[src/rtl/gp_defines.vh]
/*
 * Constants for the general purpose port block of ports 1 to 3:
 * special-function register addresses, reset values and widths.
 * Assumes the includer uses 8-bit register addresses and data.
 */
`ifndef GP_DEFINES_VH
`define GP_DEFINES_VH

// ----------------------------------------------------------------
// Register addresses
// ----------------------------------------------------------------
`define GP_PORT1_DATA 8'h90
`define GP_PORT2_DATA 8'ha0
`define GP_PORT3_DATA 8'hb0
`define GP_PORT1_OUTPUT_TYPE 8'ha5
`define GP_PORT2_OUTPUT_TYPE 8'ha6
`define GP_PORT2_COMPARE_VALUE 8'hb1
`define GP_PORT2_COMPARE_ENABLE 8'hb2
`define GP_PORT1_CROSSBAR_BYPASS 8'hd5
`define GP_PORT2_CROSSBAR_BYPASS 8'hd6
`define GP_PORT1_COMPARE_VALUE 8'he1
`define GP_PORT1_COMPARE_ENABLE 8'he2
`define GP_PORT1_ANALOG_SELECT 8'hf2
`define GP_PORT2_ANALOG_SELECT 8'hf3

// ----------------------------------------------------------------
// Bit-address decode of the bit-addressable data registers
// ----------------------------------------------------------------
`define GP_BIT_BASE_MASK 8'hf8
`define GP_BIT_INDEX_LSB 0
`define GP_BIT_INDEX_MSB 2

// ----------------------------------------------------------------
// Reset values
// ----------------------------------------------------------------
`define GP_RST_DATA 8'hff
`define GP_RST_OUTPUT_TYPE 8'h00
`define GP_RST_COMPARE_VALUE 8'hff
`define GP_RST_COMPARE_ENABLE 8'h00
`define GP_RST_CROSSBAR_BYPASS 8'h00
`define GP_RST_ANALOG_SELECT 8'hff

// ----------------------------------------------------------------
// Sizes
// ----------------------------------------------------------------
`define GP_PORT_WIDTH 8
`define GP_PORT_COUNT 3

`endif

[src/rtl/gp_port_io.v]
/*
 * General purpose I/O for ports 1, 2 and 3: data latches, analog or
 * digital input selection, open-drain or push-pull selection, crossbar
 * skip selection and a masked pin-match comparator on ports 1 and 2.
 * Assumes a special-function register port from the core (byte access,
 * bit write, read-modify-write flag), pins arriving asynchronously, and
 * an outside crossbar that routes drive and enable to the pad cells.
 * Port 3 input and output modes come from outside this block.
 */
`timescale 1ns/10ps
`default_nettype none
`include "gp_defines.vh"

module gp_port_io #(
  parameter PW = `GP_PORT_WIDTH
) (
  // Clock and reset
  input wire clk,
  input wire resetn,
  // Special-function register port
  input wire [7:0] sfr_addr,
  input wire sfr_wr,
  input wire [7:0] sfr_wdata,
  input wire sfr_rd,
  input wire sfr_rmw,
  input wire sfr_bit_wr,
  input wire sfr_bit_val,
  output reg [7:0] sfr_rdata_q,
  output reg sfr_hit_q,
  // Port 3 modes held outside this block
  input wire [PW-1:0] port3_analog_select,
  input wire [PW-1:0] port3_output_type,
  // Global controls
  input wire weak_pullup_disable,
  input wire match_interrupt_enable,
  // Pins, port 1 in the low byte
  input wire [3*PW-1:0] pin_in,
  // Toward the crossbar and pad cells
  output reg [3*PW-1:0] gpio_out_q,
  output reg [3*PW-1:0] gpio_oe_q,
  output reg [3*PW-1:0] pullup_en_q,
  output reg [3*PW-1:0] digital_en_q,
  output reg [2*PW-1:0] crossbar_skip_q,
  // Match event outputs
  output reg port_match_q,
  output reg match_irq_q,
  output reg oscillator_wake_q
);

  // ----------------------------------------------------------------
  // Register state
  // ----------------------------------------------------------------
  reg [PW-1:0] p1_data_q;
  reg [PW-1:0] p2_data_q;
  reg [PW-1:0] p3_data_q;
  reg [PW-1:0] p1_otype_q;
  reg [PW-1:0] p2_otype_q;
  reg [PW-1:0] p1_bypass_q;
  reg [PW-1:0] p2_bypass_q;
  reg [PW-1:0] p1_cmp_val_q;
  reg [PW-1:0] p2_cmp_val_q;
  reg [PW-1:0] p1_cmp_en_q;
  reg [PW-1:0] p2_cmp_en_q;
  reg [PW-1:0] p1_analog_q;
  reg [PW-1:0] p2_analog_q;

  // ----------------------------------------------------------------
  // Pin synchroniser
  // ----------------------------------------------------------------
  reg [3*PW-1:0] pin_meta_q;
  reg [3*PW-1:0] pin_sync_q;

  // Only pin_sync_q is read; the first stage may be metastable
  always @(posedge clk or negedge resetn) begin
    if (!resetn) begin
      pin_meta_q <= {3*PW{1'b0}};
      pin_sync_q <= {3*PW{1'b0}};
    end else begin
      pin_meta_q <= pin_in;
      pin_sync_q <= pin_meta_q;
    end
  end

  wire [PW-1:0] p1_pins = pin_sync_q[PW-1:0];
  wire [PW-1:0] p2_pins = pin_sync_q[2*PW-1:PW];
  wire [PW-1:0] p3_pins = pin_sync_q[3*PW-1:2*PW];

  // ----------------------------------------------------------------
  // Bit write decode
  // ----------------------------------------------------------------
  // Bit addresses of a data register are its byte address plus index
  wire [7:0] bit_base = sfr_addr & `GP_BIT_BASE_MASK;
  wire [2:0] bit_idx = sfr_addr[`GP_BIT_INDEX_MSB:`GP_BIT_INDEX_LSB];
  wire [PW-1:0] bit_onehot = {{(PW-1){1'b0}}, 1'b1} << bit_idx;

  // Bit set and clear modify the latch, never the pin levels
  function [PW-1:0] bit_merge;
    input [PW-1:0] latch;
    input [PW-1:0] sel;
    input val;
    begin
      bit_merge = val ? (latch | sel) : (latch & ~sel);
    end
  endfunction

  // ----------------------------------------------------------------
  // Data latches
  // ----------------------------------------------------------------
  // No page input: the data latches answer whatever page the core is on
  always @(posedge clk or negedge resetn) begin
    if (!resetn) begin
      p1_data_q <= `GP_RST_DATA;
      p2_data_q <= `GP_RST_DATA;
      p3_data_q <= `GP_RST_DATA;
    end else if (sfr_bit_wr) begin
      if (bit_base == `GP_PORT1_DATA) begin
        p1_data_q <= bit_merge(p1_data_q, bit_onehot, sfr_bit_val);
      end
      if (bit_base == `GP_PORT2_DATA) begin
        p2_data_q <= bit_merge(p2_data_q, bit_onehot, sfr_bit_val);
      end
      if (bit_base == `GP_PORT3_DATA) begin
        p3_data_q <= bit_merge(p3_data_q, bit_onehot, sfr_bit_val);
      end
    end else if (sfr_wr) begin
      case (sfr_addr)
        `GP_PORT1_DATA: begin
          p1_data_q <= sfr_wdata;
        end
        `GP_PORT2_DATA: begin
          p2_data_q <= sfr_wdata;
        end
        `GP_PORT3_DATA: begin
          p3_data_q <= sfr_wdata;
        end
        default: begin
          p1_data_q <= p1_data_q;
        end
      endcase
    end
  end

  // ----------------------------------------------------------------
  // Configuration registers
  // ----------------------------------------------------------------
  always @(posedge clk or negedge resetn) begin
    if (!resetn) begin
      p1_otype_q <= `GP_RST_OUTPUT_TYPE;
      p2_otype_q <= `GP_RST_OUTPUT_TYPE;
      p1_bypass_q <= `GP_RST_CROSSBAR_BYPASS;
      p2_bypass_q <= `GP_RST_CROSSBAR_BYPASS;
      p1_cmp_val_q <= `GP_RST_COMPARE_VALUE;
      p2_cmp_val_q <= `GP_RST_COMPARE_VALUE;
      p1_cmp_en_q <= `GP_RST_COMPARE_ENABLE;
      p2_cmp_en_q <= `GP_RST_COMPARE_ENABLE;
      p1_analog_q <= `GP_RST_ANALOG_SELECT;
      p2_analog_q <= `GP_RST_ANALOG_SELECT;
    end else if (sfr_wr && !sfr_bit_wr) begin
      case (sfr_addr)
        `GP_PORT1_OUTPUT_TYPE: begin
          p1_otype_q <= sfr_wdata;
        end
        `GP_PORT2_OUTPUT_TYPE: begin
          p2_otype_q <= sfr_wdata;
        end
        `GP_PORT1_CROSSBAR_BYPASS: begin
          p1_bypass_q <= sfr_wdata;
        end
        `GP_PORT2_CROSSBAR_BYPASS: begin
          p2_bypass_q <= sfr_wdata;
        end
        `GP_PORT1_COMPARE_VALUE: begin
          p1_cmp_val_q <= sfr_wdata;
        end
        `GP_PORT2_COMPARE_VALUE: begin
          p2_cmp_val_q <= sfr_wdata;
        end
        `GP_PORT1_COMPARE_ENABLE: begin
          p1_cmp_en_q <= sfr_wdata;
        end
        `GP_PORT2_COMPARE_ENABLE: begin
          p2_cmp_en_q <= sfr_wdata;
        end
        `GP_PORT1_ANALOG_SELECT: begin
          p1_analog_q <= sfr_wdata;
        end
        `GP_PORT2_ANALOG_SELECT: begin
          p2_analog_q <= sfr_wdata;
        end
        default: begin
          p1_otype_q <= p1_otype_q;
        end
      endcase
    end
  end

  // ----------------------------------------------------------------
  // Read path
  // ----------------------------------------------------------------
  // Analog pins read 0 because their receiver is disabled
  wire [PW-1:0] p1_rd_pins = p1_pins & p1_analog_q;
  wire [PW-1:0] p2_rd_pins = p2_pins & p2_analog_q;
  wire [PW-1:0] p3_rd_pins = p3_pins & port3_analog_select;

  reg [7:0] rdata_d;
  reg hit_d;

  always @* begin
    rdata_d = 8'h00;
    hit_d = 1'b1;
    case (sfr_addr)
      `GP_PORT1_DATA: begin
        rdata_d = sfr_rmw ? p1_data_q : p1_rd_pins;
      end
      `GP_PORT2_DATA: begin
        rdata_d = sfr_rmw ? p2_data_q : p2_rd_pins;
      end
      `GP_PORT3_DATA: begin
        rdata_d = sfr_rmw ? p3_data_q : p3_rd_pins;
      end
      `GP_PORT1_OUTPUT_TYPE: begin
        rdata_d = p1_otype_q;
      end
      `GP_PORT2_OUTPUT_TYPE: begin
        rdata_d = p2_otype_q;
      end
      `GP_PORT1_CROSSBAR_BYPASS: begin
        rdata_d = p1_bypass_q;
      end
      `GP_PORT2_CROSSBAR_BYPASS: begin
        rdata_d = p2_bypass_q;
      end
      `GP_PORT1_COMPARE_VALUE: begin
        rdata_d = p1_cmp_val_q;
      end
      `GP_PORT2_COMPARE_VALUE: begin
        rdata_d = p2_cmp_val_q;
      end
      `GP_PORT1_COMPARE_ENABLE: begin
        rdata_d = p1_cmp_en_q;
      end
      `GP_PORT2_COMPARE_ENABLE: begin
        rdata_d = p2_cmp_en_q;
      end
      `GP_PORT1_ANALOG_SELECT: begin
        rdata_d = p1_analog_q;
      end
      `GP_PORT2_ANALOG_SELECT: begin
        rdata_d = p2_analog_q;
      end
      default: begin
        hit_d = 1'b0;
      end
    endcase
  end

  // Read data is held until the next read strobe
  always @(posedge clk or negedge resetn) begin
    if (!resetn) begin
      sfr_rdata_q <= 8'h00;
      sfr_hit_q <= 1'b0;
    end else if (sfr_rd) begin
      sfr_rdata_q <= rdata_d;
      sfr_hit_q <= hit_d;
    end
  end

  // ----------------------------------------------------------------
  // Pin drive
  // ----------------------------------------------------------------
  wire [3*PW-1:0] all_latch = {p3_data_q, p2_data_q, p1_data_q};
  wire [3*PW-1:0] all_digital = {port3_analog_select, p2_analog_q, p1_analog_q};
  wire [3*PW-1:0] all_otype = {port3_output_type, p2_otype_q, p1_otype_q};
  reg [3*PW-1:0] drv_out_d;
  reg [3*PW-1:0] drv_oe_d;
  reg [3*PW-1:0] pull_d;

  genvar gi;
  generate
    for (gi = 0; gi < 3*PW; gi = gi + 1) begin : g_pin
      // Output type only counts on a digital pin
      always @* begin
        drv_out_d[gi] = all_latch[gi];
        if (!all_digital[gi]) begin
          drv_oe_d[gi] = 1'b0;
        end else if (all_latch[gi]) begin
          drv_oe_d[gi] = all_otype[gi];
        end else begin
          drv_oe_d[gi] = 1'b1;
        end
        pull_d[gi] = all_digital[gi] & ~weak_pullup_disable;
      end
    end
  endgenerate

  always @(posedge clk or negedge resetn) begin
    if (!resetn) begin
      gpio_out_q <= {3*PW{1'b1}};
      gpio_oe_q <= {3*PW{1'b0}};
      pullup_en_q <= {3*PW{1'b0}};
      digital_en_q <= {3*PW{1'b1}};
      crossbar_skip_q <= {2*PW{1'b0}};
    end else begin
      gpio_out_q <= drv_out_d;
      gpio_oe_q <= drv_oe_d;
      pullup_en_q <= pull_d;
      digital_en_q <= all_digital;
      crossbar_skip_q <= {p2_bypass_q, p1_bypass_q};
    end
  end

  // ----------------------------------------------------------------
  // Port match
  // ----------------------------------------------------------------
  // Compares synchronised levels, so a glitch shorter than a clock is missed
  wire p1_mismatch = (p1_pins & p1_cmp_en_q) != (p1_cmp_val_q & p1_cmp_en_q);
  wire p2_mismatch = (p2_pins & p2_cmp_en_q) != (p2_cmp_val_q & p2_cmp_en_q);
  wire match_d = p1_mismatch | p2_mismatch;

  always @(posedge clk or negedge resetn) begin
    if (!resetn) begin
      port_match_q <= 1'b0;
      match_irq_q <= 1'b0;
      oscillator_wake_q <= 1'b0;
    end else begin
      port_match_q <= match_d;
      match_irq_q <= match_d & match_interrupt_enable;
      oscillator_wake_q <= match_d;
    end
  end

endmodule // gp_port_io

`default_nettype wire

[config.mk]
export PLATFORM = sky130hd
export DESIGN_NAME = gp_port_io
export DESIGN_NICKNAME = d
export VERILOG_FILES = /design/src/rtl/gp_port_io.v
export VERILOG_INCLUDE_DIRS = /design/src /design/src/rtl
export SDC_FILE = /design/constraint.sdc
export NUM_CORES = 1
export LEC_CHECK = 0
export ABC_AREA = 1
export BUFFER_PORTS_ARGS = -buffer_cell sky130_fd_sc_hd__buf_4
export CAP_MARGIN = 20
export CELL_PAD_IN_SITES_DETAIL_PLACEMENT = 0
export CELL_PAD_IN_SITES_GLOBAL_PLACEMENT = 1
export CORE_MARGIN = 3
export CORE_UTILIZATION = 38
export DETAILED_ROUTE_END_ITERATION = 8
export PLACE_DENSITY_LB_ADDON = 0.1
export SYNTH_ARGS = -nofsm -noshare
export SYNTH_HDL_FRONTEND = slang
export SYNTH_SLANG_ARGS = --single-unit
[constraint.sdc]
create_clock -name clk -period 1.2 [get_ports clk]
set_input_delay 0.12 -clock clk [delete_from_list [all_inputs] [get_ports clk]]
set_output_delay 0.12 -clock clk [all_outputs]
set_load 0.01 [all_outputs]
==> results.py <==
metrics = {
    "critical_path": {
        "regToRegEndpoint": "match_irq_q",
        "cp_max_fo": 3,
        "critical_path_arrival_ns": 1.76,
        "critPathLaunchType": "flip-flop",
        "cp-end-kind": "flip-flop",
        "r2r_slack_ns": -0.13,
        "critPathMaxStageDelay_ns": 0.52,
        "path_class": "flip-flop to flip-flop",
        "reg2reg_from": "p1_cmp_val_q[5]",
        "cp_common_cell": "o21ai_2",
        "crit_buf_inv": 1,
        "critPathRequiredTime_ns": 1.62,
        "r2r_cells": 7,
        "cp_slowest_cell": "dfstp_2",
        "cp_num_cells": 7,
        "path_cells": "inv_1 -> o21ai_2 -> o21ai_2 -> nor2_2 -> nand2_1 -> nor2_4 -> nor2_1",
        "crit_family": "flip-flops",
    },
    "clock_network": {
        "cts_buffers": 29,
        "cts_root_buffer": "clkbuf_16",
        "clock_latency_ns": 0.54,
        "clkTransAtPathRegs_ns": 0.06,
        "cts_tree": "done",
        "htreeDepth": 1,
        "clockBufferDepth": 3,
        "cts_sinks": 275,
    },
    "placement": {
        "portBuffers": 188,
        "gp_congestion": 0.8784,
        "post-place-cells": 1794,
        "pre_cts_slack_ns": -0.3344,
        "dp_hpwl_um": 25200,
    },
    "power": {
        "total_power_w": 0.02274,
        "comb_power_share_pct": 13.5,
        "pwr-share-seq_pct": 46.6,
        "p_int_w": 0.01723,
        "power.leakage_nw": 7.665,
        "switching_share_pct": 24.23,
        "p_per_area_mw_per_mm2": 1431,
        "p_sw_w": 0.005510,
        "vdd_drop_max_mv": 0.9894,
        "p_clk_share_pct": 39.9,
    },
    "sta": {
        "setup_viol": 57,
        "hold_viol": 0,
        "finalCritPeriodShare_pct": 111.2,
        "fin_crit_ns": 1.334,
        "rsz0062_at_grt": "true",
        "fmax_mhz": 749.4,
        "layout_setup_ws_ns": -0.1343,
        "drv_slew": 0,
        "skew_ns": 0.01360,
        "tightest_slew_ns": 0.3588,
        "slew_headroom_pct": 76.08,
        "final.setup.tns_ns": -3.965,
    },
    "synthesis": {
        "synth_compound_area_share_pct": 7.634,
        "yosysWarnings": 0,
        "synth-seq-cells": 275,
        "netlist_top_cells_area": "dfrtp_1 (40%), dfstp_2 (25%), nand2_1 (7.5%)",
        "yosys.area_share.simple_pct": 21.45,
        "synth_xor_area_share_pct": 0,
        "synth_fp_nets": 1176,
        "synth.distinct_cells": 28,
        "synth.most_common_cell": "nand2_1",
        "syn_area_mm2": 0.01074,
        "ys.flop_type": "dfrtp_1",
        "syn_inst": 1111,
        "yosys.area.top_type_share_pct": 39.86,
        "synth_common_cells": "nand2_1 (214), dfrtp_1 (171), nor2_1 (149)",
        "yosys.area.top_type": "dfrtp_1",
        "synthArstFlopShare_pct": 100.0,
        "synth_edf_count": 0,
        "ys_seq_area_share_pct": 65.31,
        "synth_top_family_by_area": "simple AND/OR/NAND/NOR gates",
        "yosys.area_share.adder_pct": 0,
        "syn_area_per_cell_um2": 9.663,
        "synthMuxAreaShare_pct": 0,
    },
    "run_status": {
        "status": "finished, violations left",
        "violations": "setup timing",
    },
    "detailed_routing": {
        "wl_per_cell_um": 17.85,
        "via_count": 9011,
        "route.detailed.drc": 0,
        "firstDrtPassIters": 5,
        "finalWirelength_um": 34010,
        "detail-route-antenna-nets": 0,
        "via_per_inst": 4.730,
        "initialDrtViolationCount": 644,
    },
    "grt": {
        "grt.total_usage_pct": 22.30,
        "grt-ovfl-total": 0,
        "antenna_found_initial": 0,
        "grt_pass1_wl_um": 52410,
        "grt_pass1_vias": 9000,
        "grt_max_degree": 66,
    },
    "floorplan": {
        "coreArea_mm2": 0.02733,
        "io_pins": 189,
        "die_w_um": 174.1,
        "rows": 60,
        "die-area_mm2": 0.03030,
        "start_util_pct": 39.29,
        "die_h_um": 174.1,
    },
    "layout": {
        "antennaDiodeCount": 0,
        "synthToLayoutAreaGrowth_pct": 47.99,
        "drive_above_1_share_pct": 39.86,
        "nFillCells": 2475,
        "final_cells": 1905,
        "fin_nets": 1576,
        "fin_util_pct": 58.14,
    },
    "run": {
        "cap_violations": 0,
    },
    "worst_hold_path": {
        "hold_path.class": "input port to asynchronous set/reset pin",
    },
}
[power groups by stage]
stage	logic [W]	clock network (W)	registers [W]
finish	0.00308	0.00908	0.0106
detailed placement	0.00272	0	0.0107
global placement	0.00271	0	0.0107
floorplan	0.000721	0	0.0108
global route	0.00334	0.00965	0.0107
CTS	0.00304	0.00930	0.0106
[logic make-up (layout without fill, tap and decap cells)]
kind of cell           Yosys count  in the layout
and+or+nand+nor                535            535
AOI/OAI and AO/OA              159            159
buffers and inverters          142            564
DFF                            275            275
[area by class of cell]
class	count	area (um2)	area share [%]
clock inverters	11	142.6	0.8978
well taps	372	465.4	2.930
inverters	94	355.3	2.237
clock buffers	42	834.6	5.253
multi-input cells	694	3329	20.96
repair buffers	417	3742	23.55
flip-flops and latches	275	7018	44.17
[flip-flops by register name, summed over array words and instances (netlist names), 8 cells and up, named ones only]
| register | count |
|---|---|
| crossbar_skip_q | 16 |
| digital_en_q | 24 |
| gpio_oe_q | 24 |
| gpio_out_q | 24 |
| p1_analog_q | 8 |
| p1_bypass_q | 8 |
| p1_cmp_en_q | 8 |
| p1_cmp_val_q | 8 |
| p1_otype_q | 8 |
| p2_analog_q | 8 |
| p2_bypass_q | 8 |
| p2_cmp_en_q | 8 |
| p2_cmp_val_q | 8 |
| p2_otype_q | 8 |
| pin_meta_q | 24 |
| pin_sync_q | 24 |
| pullup_en_q | 24 |
| sfr_rdata_q | 8 |
[layer usage]
metal | routed length (um) | GRT usage [%]
met3 | 1763 | 2.883
met5 | 0 | 0
met2 | 16560 | 37.75
met4 | 592 | 4.357
met1 | 15090 | 31.11
[worst max path at each step]
stage / startpoint / slack [ns] / end
3_5_place_dp: p2_cmp_val_q[5] / -0.33 / match_irq_q
2_1_floorplan: sfr_addr[2] / 0.001 / sfr_rdata_q[0]
3_3_place_gp: p2_cmp_val_q[5] / -0.33 / match_irq_q
5_1_grt: p1_cmp_val_q[2] / -0.20 / match_irq_q
6_report: p1_cmp_val_q[5] / -0.13 / match_irq_q
4_1_cts: p2_cmp_val_q[5] / -0.15 / match_irq_q
[cell usage in the layout, fill, tap and decap left out, drive strengths merged]
cell	Yosys	final
buf	25	372
nand2	220	220
dfrtp	171	171
nor2	157	157
nand3	155	155
o21ai	140	140
dfstp	104	104
inv	93	93
dlygate4sd3	0	45
clkbuf	23	42
a21oi	9	9
clkinv	1	7
o22ai	6	6
bufinv	0	3
o32ai	2	2
clkinvlp	0	2
nor3	2	2
a21boi	1	1
o21a	1	1
and3	1	1
[timing repair]
item                                    in CTS  in global routing
hold buffers                                45                  0
gates resized for setup                     90                 55
pin swaps                                   12                 35
setup buffers                                9                  4
endpoints found under the hold margin      285                  0
endpoints found under the setup margin      67                 81
[stage by stage]
| step | instance area [um2] | hold slack (ns) |
|---|---|---|
| 6_report | 15890 | 0.03670 |
| 5_1_grt | 15890 | 0.03128 |
| 4_1_cts | 15670 | 0.01159 |
| 3_5_place_dp | 13890 | -0.01579 |
| 3_3_place_gp | 13890 | -0.01390 |
| 2_1_floorplan | 10750 | -0.1756 |
Power figures use the tool's default switching activity.
